### src/pkg/scg_regs_regs.vh
// Register offsets, reset values and rate limits of the sample clock generator.
// Assumes inclusion by the generator's design files and its testbench.
`ifndef SCG_REGS_REGS_VH
`define SCG_REGS_REGS_VH

// ****************************************
// Register offsets (printed values)
// ****************************************
`define SCG_OFS_RATE_REQ   16'h4E20
`define SCG_OFS_LOOP_EN    16'h4E3E
`define SCG_OFS_CLKOUT_EN  16'h4E8E
`define SCG_OFS_TERM_EN    16'h4E98
`define SCG_OFS_REF_FREQ   16'h4EAC

// ****************************************
// Reset values
// ****************************************
`define SCG_RST_RATE_REQ   32'h000F4240
`define SCG_RST_LOOP_EN    1'h1
`define SCG_RST_CLKOUT_EN  1'h0
`define SCG_RST_TERM_EN    1'h0
`define SCG_RST_REF_FREQ   32'h00000000

// ****************************************
// Frequencies in hertz
// ****************************************
`define SCG_INT_REF_HZ     32'h02625A00
`define SCG_XTAL_HZ        32'h07735940
`define SCG_MIN_RATE_HZ    32'h000003E8
`define SCG_MAX_RATE_HZ    32'h07735940
`define SCG_MAX_FIFO4_HZ   32'h03938700
`define SCG_REF_MIN_HZ     32'h000F4240
`define SCG_REF_MAX_HZ     32'h07735940

// ****************************************
// Loop model and bypass divider table
// ****************************************
`define SCG_PLL_R_SHIFT    12
`define SCG_DIV_W          44
`define SCG_DIV_CNT_W      6
`define SCG_DIV_STEPS      6'h2C
`define SCG_BYP_ENTRIES    17
`define SCG_BYP_LAST       5'h10

`endif

### src/hw/scg_div.v
// Sequential unsigned restoring divider, one quotient bit per enabled clock.
// Assumes the divisor is nonzero and start is pulsed only while not busy.
`timescale 1ns/100ps
`default_nettype none
`include "scg_regs_regs.vh"

module scg_div
(
    input  wire                     ref_clk,
    input  wire                     rst_b,
    input  wire                     ce,
    input  wire                     start,
    input  wire [`SCG_DIV_W-1:0]    dividend,
    input  wire [31:0]              divisor,
    output wire                     done,
    output wire [`SCG_DIV_W-1:0]    quotient
);

reg  [`SCG_DIV_W-1:0]     quo_ff;
reg  [32:0]               rem_ff;
reg  [31:0]               dvs_ff;
reg  [`SCG_DIV_CNT_W-1:0] cnt_ff;
reg                       busy_ff;
reg                       done_ff;
wire [32:0]               shifted;
wire [33:0]               trial;

assign shifted  = {rem_ff[31:0], quo_ff[`SCG_DIV_W-1]};
assign trial    = {1'b0, shifted} - {2'b00, dvs_ff};
assign done     = done_ff;
assign quotient = quo_ff;

always @(posedge ref_clk)
begin
    if (!rst_b)
    begin
        quo_ff  <= {`SCG_DIV_W{1'b0}};
        rem_ff  <= 33'h000000000;
        dvs_ff  <= 32'h00000000;
        cnt_ff  <= {`SCG_DIV_CNT_W{1'b0}};
        busy_ff <= 1'b0;
        done_ff <= 1'b0;
    end
    else if (ce)
    begin
        done_ff <= 1'b0;
        if (start && !busy_ff)
        begin
            quo_ff  <= dividend;
            rem_ff  <= 33'h000000000;
            dvs_ff  <= divisor;
            cnt_ff  <= `SCG_DIV_STEPS;
            busy_ff <= 1'b1;
        end
        else if (busy_ff)
        begin
            if (trial[33])
            begin
                rem_ff <= shifted;
                quo_ff <= {quo_ff[`SCG_DIV_W-2:0], 1'b0};
            end
            else
            begin
                rem_ff <= trial[32:0];
                quo_ff <= {quo_ff[`SCG_DIV_W-2:0], 1'b1};
            end
            cnt_ff <= cnt_ff - 1'b1;
            if (cnt_ff == {{(`SCG_DIV_CNT_W-1){1'b0}}, 1'b1})
            begin
                busy_ff <= 1'b0;
                done_ff <= 1'b1;
            end
        end
    end
end

endmodule
`default_nettype wire

### src/hw/scg_top.v
// Sample clock generator control: rate registers, loop/crystal setting search and
// connector control. Assumes the register port and mode inputs share ref_clk.
`timescale 1ns/100ps
`default_nettype none
`include "scg_regs_regs.vh"

// Overview of operation
// - Default: loop from internal 40 MHz reference.
// - Write requests rate; read returns nearest achievable.
// - Drive clock out when enabled and internal.
// - Never produce a rate below 1 kHz.
// - Normal mode rate at most 125 MS/s.
// - Streaming: 125 MS/s, 60 with four channels.
// - Loop enable 1 default; 0 bypasses loop.
// - Bypass: crystal over one of seventeen dividers.
// - Crystal equals highest supported sample rate.
// - Nonzero reference selects external 1-125 MHz reference.
// - Zero reference selects internal reference.
// - Loop multiplier derived from reference and request.
// - Termination only while connector is input.
module scg_top
(
    input  wire        ref_clk,
    input  wire        rst_b,
    input  wire        ce,
    input  wire        reg_wr,
    input  wire        reg_rd,
    input  wire [15:0] reg_addr,
    input  wire [31:0] reg_wdata,
    input  wire        external_source_select,
    input  wire        fifo_mode,
    input  wire [3:0]  chan_enable,
    output wire [31:0] reg_rdata,
    output wire        reg_ack,
    output wire        rate_busy,
    output wire [31:0] pll_mult,
    output wire        pll_ext_ref_sel,
    output wire        pll_bypass,
    output wire [10:0] xtal_div,
    output wire        ext_conn_oe_b,
    output wire        ext_conn_term_en
);
localparam ST_IDLE     = 3'h0;
localparam ST_PLL_WAIT = 3'h1;
localparam ST_PLL_FIX  = 3'h2;
localparam ST_BYP_SCAN = 3'h3;

// ****************************************
// Bypass divider table
// ****************************************
function [10:0] div_tab;
    input [4:0] i;
    begin
        case (i)
            5'h00:   div_tab = 11'h001;
            5'h01:   div_tab = 11'h002;
            5'h02:   div_tab = 11'h004;
            5'h03:   div_tab = 11'h008;
            5'h04:   div_tab = 11'h00A;
            5'h05:   div_tab = 11'h010;
            5'h06:   div_tab = 11'h014;
            5'h07:   div_tab = 11'h028;
            5'h08:   div_tab = 11'h032;
            5'h09:   div_tab = 11'h050;
            5'h0A:   div_tab = 11'h064;
            5'h0B:   div_tab = 11'h0C8;
            5'h0C:   div_tab = 11'h190;
            5'h0D:   div_tab = 11'h1F4;
            5'h0E:   div_tab = 11'h320;
            5'h0F:   div_tab = 11'h3E8;
            default: div_tab = 11'h7D0;
        endcase
    end
endfunction
wire [31:0] byp_rate_w [0:`SCG_BYP_ENTRIES-1];
genvar g;
generate
    for (g = 0; g < `SCG_BYP_ENTRIES; g = g + 1)
    begin : g_byp
        localparam [4:0] IDX = g;
        assign byp_rate_w[g] = `SCG_XTAL_HZ / {21'h000000, div_tab(IDX)};
    end
endgenerate

// ****************************************
// Registers and state
// ****************************************
reg  [31:0] rate_req_ff;
reg         loop_en_ff;
reg         clkout_en_ff;
reg         term_en_ff;
reg  [31:0] ref_freq_ff;
reg  [31:0] achieved_ff;
reg  [31:0] rdata_ff;
reg         ack_ff;
reg         dirty_ff;
reg  [2:0]  st_ff;
reg  [31:0] target_ff;
reg  [31:0] max_ff;
reg  [31:0] ref_ff;
reg  [31:0] mult_ff;
reg         ext_ref_ff;
reg         bypass_ff;
reg  [10:0] xdiv_ff;
reg  [4:0]  idx_ff;
reg  [4:0]  best_idx_ff;
reg  [31:0] best_diff_ff;
reg         oe_b_ff;
reg         term_out_ff;
reg         ext_sel_prev_ff;
reg         fifo_prev_ff;
reg  [3:0]  chan_prev_ff;
reg         busy_ff;
wire        div_done;
wire [`SCG_DIV_W-1:0] div_quo;
wire        wr_rate  = reg_wr && (reg_addr == `SCG_OFS_RATE_REQ);
wire        wr_loop  = reg_wr && (reg_addr == `SCG_OFS_LOOP_EN);
wire        wr_ref   = reg_wr && (reg_addr == `SCG_OFS_REF_FREQ);
wire        mode_chg = (external_source_select != ext_sel_prev_ff) ||
                       (fifo_mode != fifo_prev_ff) || (chan_enable != chan_prev_ff);
wire        start    = dirty_ff && (st_ff == ST_IDLE);
// Event set wins over the clear taken by the start of a recomputation.
wire        nxt_dirty = wr_rate || wr_loop || wr_ref || mode_chg || (dirty_ff && !start);
wire [31:0] max_rate = (fifo_mode && (chan_enable == 4'hF)) ? `SCG_MAX_FIFO4_HZ
                                                             : `SCG_MAX_RATE_HZ;
wire [31:0] target   = (rate_req_ff < `SCG_MIN_RATE_HZ) ? `SCG_MIN_RATE_HZ :
                       (rate_req_ff > max_rate) ? max_rate : rate_req_ff;
wire        ext_ref  = (ref_freq_ff != 32'h00000000);
wire [31:0] ref_eff  = !ext_ref ? `SCG_INT_REF_HZ :
                       (ref_freq_ff < `SCG_REF_MIN_HZ) ? `SCG_REF_MIN_HZ :
                       (ref_freq_ff > `SCG_REF_MAX_HZ) ? `SCG_REF_MAX_HZ : ref_freq_ff;
// Rounded multiplier (target * 2^R + ref/2) / ref, from the same values latched at start.
wire [`SCG_DIV_W-1:0] dividend = {target, 12'h000} + {13'h0000, ref_eff[31:1]};
wire [63:0] prod     = ref_ff * mult_ff;
wire [31:0] pll_rate = prod[`SCG_PLL_R_SHIFT+31:`SCG_PLL_R_SHIFT];
wire [31:0] cur_rate = byp_rate_w[idx_ff];
wire [31:0] cur_diff = (cur_rate >= target_ff) ? cur_rate - target_ff : target_ff - cur_rate;
wire        better   = (cur_rate <= max_ff) && (cur_diff < best_diff_ff);
scg_div u_div
(
    .ref_clk  (ref_clk),
    .rst_b    (rst_b),
    .ce       (ce),
    .start    (start && loop_en_ff),
    .dividend (dividend),
    .divisor  (ref_eff),
    .done     (div_done),
    .quotient (div_quo)
);
// ****************************************
// Register port
// ****************************************
always @(posedge ref_clk)
begin
    if (!rst_b)
    begin
        rate_req_ff     <= `SCG_RST_RATE_REQ;
        loop_en_ff      <= `SCG_RST_LOOP_EN;
        clkout_en_ff    <= `SCG_RST_CLKOUT_EN;
        term_en_ff      <= `SCG_RST_TERM_EN;
        ref_freq_ff     <= `SCG_RST_REF_FREQ;
        rdata_ff        <= 32'h00000000;
        ack_ff          <= 1'b0;
        // Preloaded copies keep the first edge after reset from seeing a false change.
        ext_sel_prev_ff <= external_source_select;
        fifo_prev_ff    <= fifo_mode;
        chan_prev_ff    <= chan_enable;
    end
    else if (ce)
    begin
        ext_sel_prev_ff <= external_source_select;
        fifo_prev_ff    <= fifo_mode;
        chan_prev_ff    <= chan_enable;
        ack_ff          <= reg_wr || reg_rd;
        if (wr_rate)
            rate_req_ff <= reg_wdata;
        if (wr_loop)
            loop_en_ff <= reg_wdata[0];
        if (reg_wr && (reg_addr == `SCG_OFS_CLKOUT_EN))
            clkout_en_ff <= reg_wdata[0];
        if (reg_wr && (reg_addr == `SCG_OFS_TERM_EN))
            term_en_ff <= reg_wdata[0];
        if (wr_ref)
            ref_freq_ff <= reg_wdata;
        if (reg_rd)
        begin
            case (reg_addr)
                `SCG_OFS_RATE_REQ:  rdata_ff <= achieved_ff;
                `SCG_OFS_LOOP_EN:   rdata_ff <= {31'h00000000, loop_en_ff};
                `SCG_OFS_CLKOUT_EN: rdata_ff <= {31'h00000000, clkout_en_ff};
                `SCG_OFS_TERM_EN:   rdata_ff <= {31'h00000000, term_en_ff};
                `SCG_OFS_REF_FREQ:  rdata_ff <= ref_freq_ff;
                default:            rdata_ff <= 32'h00000000;
            endcase
        end
    end
end

// ****************************************
// Setting search
// ****************************************
always @(posedge ref_clk)
begin
    if (!rst_b)
    begin
        dirty_ff     <= 1'b1;
        busy_ff      <= 1'b1;
        st_ff        <= ST_IDLE;
        target_ff    <= 32'h00000000;
        max_ff       <= 32'h00000000;
        ref_ff       <= `SCG_INT_REF_HZ;
        mult_ff      <= 32'h00000000;
        achieved_ff  <= 32'h00000000;
        ext_ref_ff   <= 1'b0;
        bypass_ff    <= 1'b0;
        xdiv_ff      <= 11'h001;
        idx_ff       <= 5'h00;
        best_idx_ff  <= 5'h00;
        best_diff_ff <= 32'hFFFFFFFF;
        oe_b_ff      <= 1'b1;
        term_out_ff  <= 1'b0;
    end
    else if (ce)
    begin
        dirty_ff    <= nxt_dirty;
        busy_ff     <= nxt_dirty || start || (st_ff != ST_IDLE);
        oe_b_ff     <= !(clkout_en_ff && !external_source_select);
        term_out_ff <= term_en_ff && !(clkout_en_ff && !external_source_select);
        case (st_ff)
            ST_IDLE:
            begin
                if (start)
                begin
                    target_ff    <= target;
                    max_ff       <= max_rate;
                    ref_ff       <= ref_eff;
                    idx_ff       <= 5'h00;
                    best_diff_ff <= 32'hFFFFFFFF;
                    st_ff        <= loop_en_ff ? ST_PLL_WAIT : ST_BYP_SCAN;
                end
            end
            ST_PLL_WAIT:
            begin
                if (div_done)
                begin
                    mult_ff <= div_quo[31:0];
                    st_ff   <= ST_PLL_FIX;
                end
            end
            ST_PLL_FIX:
            begin
                if (pll_rate > max_ff)
                    mult_ff <= mult_ff - 32'h00000001;
                else if (pll_rate < `SCG_MIN_RATE_HZ)
                    mult_ff <= mult_ff + 32'h00000001;
                else
                begin
                    achieved_ff <= pll_rate;
                    ext_ref_ff  <= (ref_freq_ff != 32'h00000000);
                    bypass_ff   <= 1'b0;
                    st_ff       <= ST_IDLE;
                end
            end
            ST_BYP_SCAN:
            begin
                // Reference setting is never consulted here.
                if (better)
                begin
                    best_diff_ff <= cur_diff;
                    best_idx_ff  <= idx_ff;
                end
                if (idx_ff == `SCG_BYP_LAST)
                begin
                    achieved_ff <= better ? cur_rate : byp_rate_w[best_idx_ff];
                    xdiv_ff     <= div_tab(better ? idx_ff : best_idx_ff);
                    bypass_ff   <= 1'b1;
                    st_ff       <= ST_IDLE;
                end
                else
                    idx_ff <= idx_ff + 5'h01;
            end
            default:
                st_ff <= ST_IDLE;
        endcase
    end
end
assign reg_rdata        = rdata_ff;
assign reg_ack          = ack_ff;
assign rate_busy        = busy_ff;
assign pll_mult         = mult_ff;
assign pll_ext_ref_sel  = ext_ref_ff;
assign pll_bypass       = bypass_ff;
assign xtal_div         = xdiv_ff;
assign ext_conn_oe_b    = oe_b_ff;
assign ext_conn_term_en = term_out_ff;
endmodule
`default_nettype wire

### config.mk
export PLATFORM = sky130hd
export DESIGN_NAME = scg_top
export DESIGN_NICKNAME = d
export VERILOG_FILES = /design/src/hw/scg_div.v /design/src/hw/scg_top.v
export VERILOG_INCLUDE_DIRS = /design/src /design/src/pkg
export SDC_FILE = /design/constraint.sdc
export NUM_CORES = 2
export LEC_CHECK = 0
export BUFFER_PORTS_ARGS = -buffer_cell sky130_fd_sc_hd__buf_2
export CORE_AREA = 2 2 394 396
export DETAILED_ROUTE_END_ITERATION = 10
export DIE_AREA = 0 0 396 398
export GPL_TIMING_DRIVEN = 0
export MAX_ROUTING_LAYER = met4
export PLACE_DENSITY = 0.46
export SLEW_MARGIN = 20
export SYNTH_ARGS = -nofsm -noshare
export SYNTH_HDL_FRONTEND = slang
export SYNTH_HIERARCHICAL = 1
export SYNTH_SLANG_ARGS = --single-unit
### constraint.sdc
create_clock -name ref_clk -period 32.9 [get_ports ref_clk]
set_clock_uncertainty 0.2 [all_clocks]
set_input_delay 6.58 -clock ref_clk [delete_from_list [all_inputs] [get_ports ref_clk]]
set_output_delay 6.58 -clock ref_clk [all_outputs]
set_load 0.05 [all_outputs]
Word-level counts from Yosys, hierarchy flattened
Memories as Yosys holds them, arrays and structs flattened. Index checks and enable logic that the tools add are counted.

Divide/modulo/power cells: 0. Eq/ne operators: 23. Bitwise gates (word level): 4. Reduce and logical (&&, ||, !) cells: 50. Mux-type cells: 60. $mul: 1. Add/subtract/negate cells: 8. Magnitude comparators: 11. Shifts and indexed selects: 0.

Operators by type and width (number): $mux W32 (22); $pmux W32 S2 (3); $pmux W32 S5 (1); $mux W44 (2); $eq A16 B15 Y1 const B (5); $lt A32 B10 Y1 const B (2); $sub A32 B32 Y32 (2); $add A44 B31 Y44 (1); $mul A32 B32 Y44 (1); $sub A33 B32 Y34 (1); $add A32 B1 Y32 const B (1); $ge A32 B32 Y1 (1); $gt A32 B27 Y1 (1); $gt A32 B27 Y1 const B (1); $gt A32 B32 Y1 (1); $le A32 B32 Y1 (1); $lt A32 B20 Y1 const B (1); $lt A32 B32 Y1 (1); $reduce_bool A32 Y1 (1); $sub A32 B1 Y32 const B (1); $mux W27 (1); $reduce_and A2 Y1 (9); $reduce_and A4 Y1 (4); $mux W3 (5); 33 further kinds (88).

Logic and storage cells: 192. Memories: 3. Bits of input ports: 59. Flip-flop bits (word level): 444. Output and inout port bits: 81. RAM bits: 0. Memory bits (read-only): 2208. Latch bits: 0.

Memories: (name not given) (depth 32, bits a word 32, read ports 1, clocked after Yosys merged registers in 0, wr ports 0, line scg_top.v:274) `achieved_ff <= better ? cur_rate : byp_rate_w[best_idx_ff];`; (name not given) (depth 32, bits a word 32, read ports 1, clocked after Yosys merged registers in 0, wr ports 0, line scg_top.v:136) `wire [31:0] cur_rate = byp_rate_w[idx_ff];`; (name not given) (depth 16, bits a word 10, read ports 1, clocked after Yosys merged registers in 0, wr ports 0, line scg_top.v:54) `case (i)`.

Depth between registers and ports, before layout
Depth in word-level cells: 11. Gate-level depth with buffers: 49. Gate-level depth less buffers: 47.

Modules after synthesis
The synthesis kept the hierarchy.

By module, submodules not included: scg_top (area each 46537.1 um2, seq. area each 6025.8 um2, cells an instance 5641, times used 1); scg_div (area each 6701.4 um2, seq. area each 2322.2 um2, cells an instance 881, times used 1).

Worst setup path after synthesis
OpenSTA, ideal clock, no wires.

Kind: input port to flip-flop. From: input chan_enable[2]. To: register u_div.quo_ff[38], in the netlist u_div/quotient[38]. Stages on the path: 34. Data required time: 32.568 ns. Arrival: 12.467 ns. Library setup time: 0.132 ns. Slack: 20.101 ns. Path buffers: 0. Cell sequence: nand3_1 > nor2_1 > inv_1 > ha_1 > a31o_2 > a21o_1 > a21o_1 > a211o_1 > a21o_1 > a21o_1 > a21oi_1 > o21ai_1 > nor2_1 > and2_1 > ha_1 > inv_1 > fa_1 > nor2b_1 > o21ai_0 > a21boi_0 > o21ai_0 > a21boi_0 > o21ai_0 > a21oi_1 > o21ai_0 > a21oi_1 > o31a_1 > nand4_1 > o31a_1 > o31a_1 > nor2_1 > nand2_1 > o21ai_0 > a21oi_1.

Longest elaborated chain between the ends: 8.

RTL lines: from (decl) (line scg_top.v:32) `input wire [3:0] chan_enable,`; $eq A4 B4 Y1 (line scg_top.v:124) `` wire [31:0] max_rate = (fifo_mode && (chan_enable == 4'hF)) ? `SCG_MAX_FIFO4_HZ ``; $logic_and A1 B1 Y1 (line scg_top.v:124); $mux W27 (no line); named net max_rate[10] (line scg_top.v:124); $gt A32 B27 Y1 (line scg_top.v:127) `(rate_req_ff > max_rate) ? max_rate : rate_req_ff;`; $mux W32 (line scg_top.v:127); $mux W32 (line scg_top.v:126) `` wire [31:0] target = (rate_req_ff < `SCG_MIN_RATE_HZ) ? `SCG_MIN_RATE_HZ : ``; named net target[0] (line scg_top.v:126); $add A44 B31 Y44 (line scg_top.v:133) `` wire [`SCG_DIV_W-1:0] dividend = {target, 12'h000} + {13'h0000, ref_eff[31:1]}; ``; named net dividend[38] (line scg_top.v:133); $mux W44 (line scg_div.v:47) `if (start && !busy_ff)`; to (signal assigned) (line scg_div.v:49) `quo_ff <= dividend;`; to (signal assigned) (line scg_div.v:60) `` quo_ff <= {quo_ff[`SCG_DIV_W-2:0], 1'b0}; ``; to (signal assigned) (line scg_div.v:65) `` quo_ff <= {quo_ff[`SCG_DIV_W-2:0], 1'b1}; ``; to (decl) (line scg_div.v:19) `` reg [`SCG_DIV_W-1:0] quo_ff; ``.

The timed path passes the listed nets, and every way through them passes these cells. A chain may end at the register's enable or synchronous reset.

Worst setup path after layout
From: register mult_ff[14], in the netlist pll_mult[14]. To: register mult_ff[28], in the netlist pll_mult[28].

Longest elaborated chain between the ends: 4. Elaborated cells between the ends (all ways): 10. Those cells by class: 2 x add/sub; 1 x mul; 2 x order compare; 1 x eq/ne; 3 x mux; 1 x reduce/logical.

RTL lines: from (decl) (line scg_top.v:101) `reg [31:0] mult_ff;`; from (signal assigned) (line scg_top.v:246) `mult_ff <= div_quo[31:0];`; from (signal assigned) (line scg_top.v:253) `mult_ff <= mult_ff - 32'h00000001;`; from (signal assigned) (line scg_top.v:255) `mult_ff <= mult_ff + 32'h00000001;`; $mul A32 B32 Y44 / $add A32 B1 Y32 (equally long branches) (line scg_top.v:134, scg_top.v:255); $gt A32 B32 Y1, or another cell as far along (line scg_top.v:252) `if (pll_rate > max_ff)`; $ne A3 B3 Y1 (no line) / $mux W32 (equally long branches); $reduce_and A4 Y1 (no line) / $pmux W32 S2 (equally long branches).

Several ways; a longest one is shown, not always the timed one. The select of a mux whose other input is x is not followed.

==> flow_summary.json <==
{
  "postCtsHoldBufs": 0,
  "synth_top_area_cell": "fa_1",
  "cts_tree": "yes",
  "initial_core_util_pct": 34.7,
  "timing.fmax_mhz": 63.4,
  "ios": 140,
  "avgSynthCellArea_um2": 8.16,
  "die_area_um2": 158000,
  "syn_area_um2": 53200,
  "routedWlPerCell_um": 25.2,
  "slowest_delay_ns": 0.77,
  "die_x_um": 396,
  "total_power_w": 0.00679,
  "ys.flop_type": "dfxtp_1",
  "clock_sinks": 414,
  "grt_overflow": 0,
  "grt_pass1_vias": 47100,
  "grt_pass1_wl_mm": 325,
  "slew_headroom_pct": 11.8,
  "rsz0062_at_grt": "false",
  "io_buffers": 138,
  "cap_violations": 0,
  "cts_max_level": 2,
  "grt.met3_usage_pct": 2.75,
  "synthArstFlopShare_pct": 0,
  "cp_common_cell": "fa_1",
  "critPathLaunchType": "flop",
  "status": "complete, no violations",
  "synth_top_area_share_pct": 26.8,
  "synth.distinct_cells": 107,
  "first_pass_iters": 6,
  "holdCritStartpoint": "rate_req_ff[30]$_SDFFE_PN0P_",
  "cp.arrival_ns": 16.10,
  "setup_viol": 0,
  "synth_area_leaders": "fa_1, dfxtp_1, ha_1",
  "gr-usage-met1_pct": 37.6,
  "cts_setup_buffers": 0,
  "die_h_um": 398,
  "r2r-start": "pll_mult[14]$_SDFFE_PN0P_",
  "nNetsFinal": 7890,
  "vias": 46900,
  "numCtsBuffers": 49,
  "row_count": 144,
  "cp_slowest_cell": "dfxtp_1",
  "routed_wl_mm": 222,
  "final_core_util_pct": 38.1,
  "busiest_layer": "met2",
  "dpl_cell_area_um2": 56700,
  "fin_crit_ns": 15.78,
  "cp.required_ns": 33.22,
  "critPathKind": "reg -> reg",
  "drt_drc_violations_left": 0,
  "fin_area_um2": 58400,
  "min_path_type": "reg -> reg",
  "report.final.slew_viol_count": 0,
  "fin_crit_sh_pct": 48.0,
  "drive_gt1_share_pct": 4.93,
  "gp_congestion": 0.982,
  "use_met2_pct": 47.2,
  "yosysSeqAreaShare_pct": 15.7,
  "place_hpwl_mm": 184,
  "cts_resized": 0,
  "ant_nets": 0,
  "endpoint_kind": "flop",
  "final.setup.tns_ns": 0,
  "finalHoldViolations": 0,
  "grt_max_degree": 31,
  "grt_usage_pct": 28.8,
  "root_buffer": "clkbuf_16",
  "syn_to_final_growth_pct": 9.76,
  "worst_pin_slew_ns": 1.31,
  "drt_iter0_drc": 3910,
  "via_per_inst": 5.31,
  "p_leak_nw": 26.4,
  "core_area_um2": 153000,
  "synth-edff-count": 6,
  "critical_path_peak_fanout": 30,
  "clkTransAtPathRegs_ns": 0.07,
  "yosys_register_bits": 414,
  "clock_latency_ns": 0.65,
  "clockBufferDepth": 3,
  "peakVddDrop_uv": 324,
  "yosys_warnings": 6,
  "synth_cells": 6522,
  "power.density_nw_per_um2": 116,
  "critPathLaunch": "pll_mult[14]$_SDFFE_PN0P_",
  "grt_antenna_before_repair": 7
}
per-stage QoR:
step | std cells | setup WS, ns | hold slack [ns]
floorplan | 6535 | 20.10 | 0.232
global placement | 8717 | 16.73 | 0.244
detailed placement | 8725 | 16.95 | 0.249
CTS | 8816 | 16.91 | 0.258
global route | 8817 | 16.57 | 0.281
finish | 8825 | 17.12 | 0.255
per-layer routing:
metal / part of all wire, % / vias to the layer above
li1: - / 21600
met1: 44 / 23600
met2: 47 / 1435
met3: 5.6 / 274
met4: 3.5 / 0
met5: 0 / -
synthesized netlist by cell type (9+ instances only):
master     number
o21ai_1        39
or4_1          10
o21a_1         31
or3_1          26
and2_1        428
a31oi_1        41
a32oi_1        12
a22o_1         58
and3_1         37
a21o_1         90
clkbuf_1      336
o31ai_1        14
buf_1          24
mux2i_1        53
a21boi_0       50
dfxtp_1       408
o211ai_1       19
or2_2          13
and4_1          9
nand2_1       938
fa_1          713
o2111ai_1      11
a21oi_1       388
inv_1         902
nor2_1        362
nor3_1         84
xnor2_1       118
xor2_1         56
nor4_1         28
a31o_2          9
a211oi_1       47
a22oi_1        36
nand3_1        81
ha_1          386
o22ai_1        17
o21ai_0       297
nand4_1        36
nor2b_1        21
a221oi_1       10
buf_2          17
a211o_1        31
o21bai_1       39
a311oi_1       12
a2111oi_0       9
nand2b_1       34
sequential cells by signal, summed over array words and instances (netlist names), 4 cells and up:
signal,count
xtal_div,11
u_div/cnt_ff,6
ref_ff,32
ref_freq_ff,32
pll_mult,32
u_div/dvs_ff,32
target_ff,32
best_idx_ff,5
chan_prev_ff,4
u_div/rem_ff,32
idx_ff,5
achieved_ff,32
u_div/quotient,44
rate_req_ff,32
reg_rdata,32
best_diff_ff,32
final cells by class:
cell class | count | area (µm²)
Tap cell | 2044 | 2560
Antenna cell | 9 | 22.5
Clock inverter | 32 | 437
Timing Repair Buffer | 146 | 756
Fill cell | 16300 | 94900
Buffer | 388 | 1570
Multi-Input combinational cell | 4829 | 40000
Sequential cell | 414 | 8350
Inverter | 904 | 3390
Clock buffer | 59 | 1310
power breakdown:
part	internal, W	total, W	switching, W
clock network	0.000345	0.000609	0.000264
registers	0.000545	0.000661	0.000115
logic	0.00209	0.00552	0.00343
worst max-delay path: cells and delay by family (launching register included):
family | cells | cell delay (ns)
simple gates | 9 | 2.99
fa+ha+maj | 11 | 5.27
compound gates | 17 | 4.02
flops | 1 | 0.77
buf+inv | 8 | 2.12
xor+xnor | 1 | 0.22
cell families (layout without fill, tap and decap cells):
logic type               Yosys count  after routing  share of synthesized area (%)
flip-flops                       414            414                           15.7
buffers and inverters           1292           1529                           9.30
AND/OR/NAND/NOR                 2148           2148                           19.0
adder cells (fa/ha/maj)         1099           1099                           35.9
AO/OA/AOI/OAI                   1329           1329                           15.9
multiplexers                      64             64                           1.25
other                              1             23                        0.00704
XOR/XNOR                         175            175                           2.90
cells in the final DEF (no fill, tap or decap), types with 47 or more instances in the layout:
cell type and count:
nor2_1 361, o21ai_0 296, inv_1 901, mux2i_1 53, xnor2_1 118, nor3_1 81
and2_1 428, clkbuf_1 335, dfxtp_1 408, a211oi_1 47, a21o_1 90, fa_1 713
nand2_1 938, a21oi_1 388, xor2_1 56, nand3_1 81, a21boi_0 50, a22o_1 58
buf_2 157, clkbuf_16 49, ha_1 386
worst paths after layout:
| path | endpoint | slack [ns] | cells after the start |
|---|---|---|---|
| setup / recovery | pll_mult[28]$_SDFFE_PN0P_ | 17.12 | 46 |
| hold / removal | rate_req_ff[30]$_SDFFE_PN0P_ | 0.25 | 2 |
| setup reg to reg | pll_mult[28]$_SDFFE_PN0P_ | 17.12 | 46 |
| hold reg to reg | rate_req_ff[30]$_SDFFE_PN0P_ | 0.25 | 2 |
No activity file was read; power rests on OpenSTA's default activity.
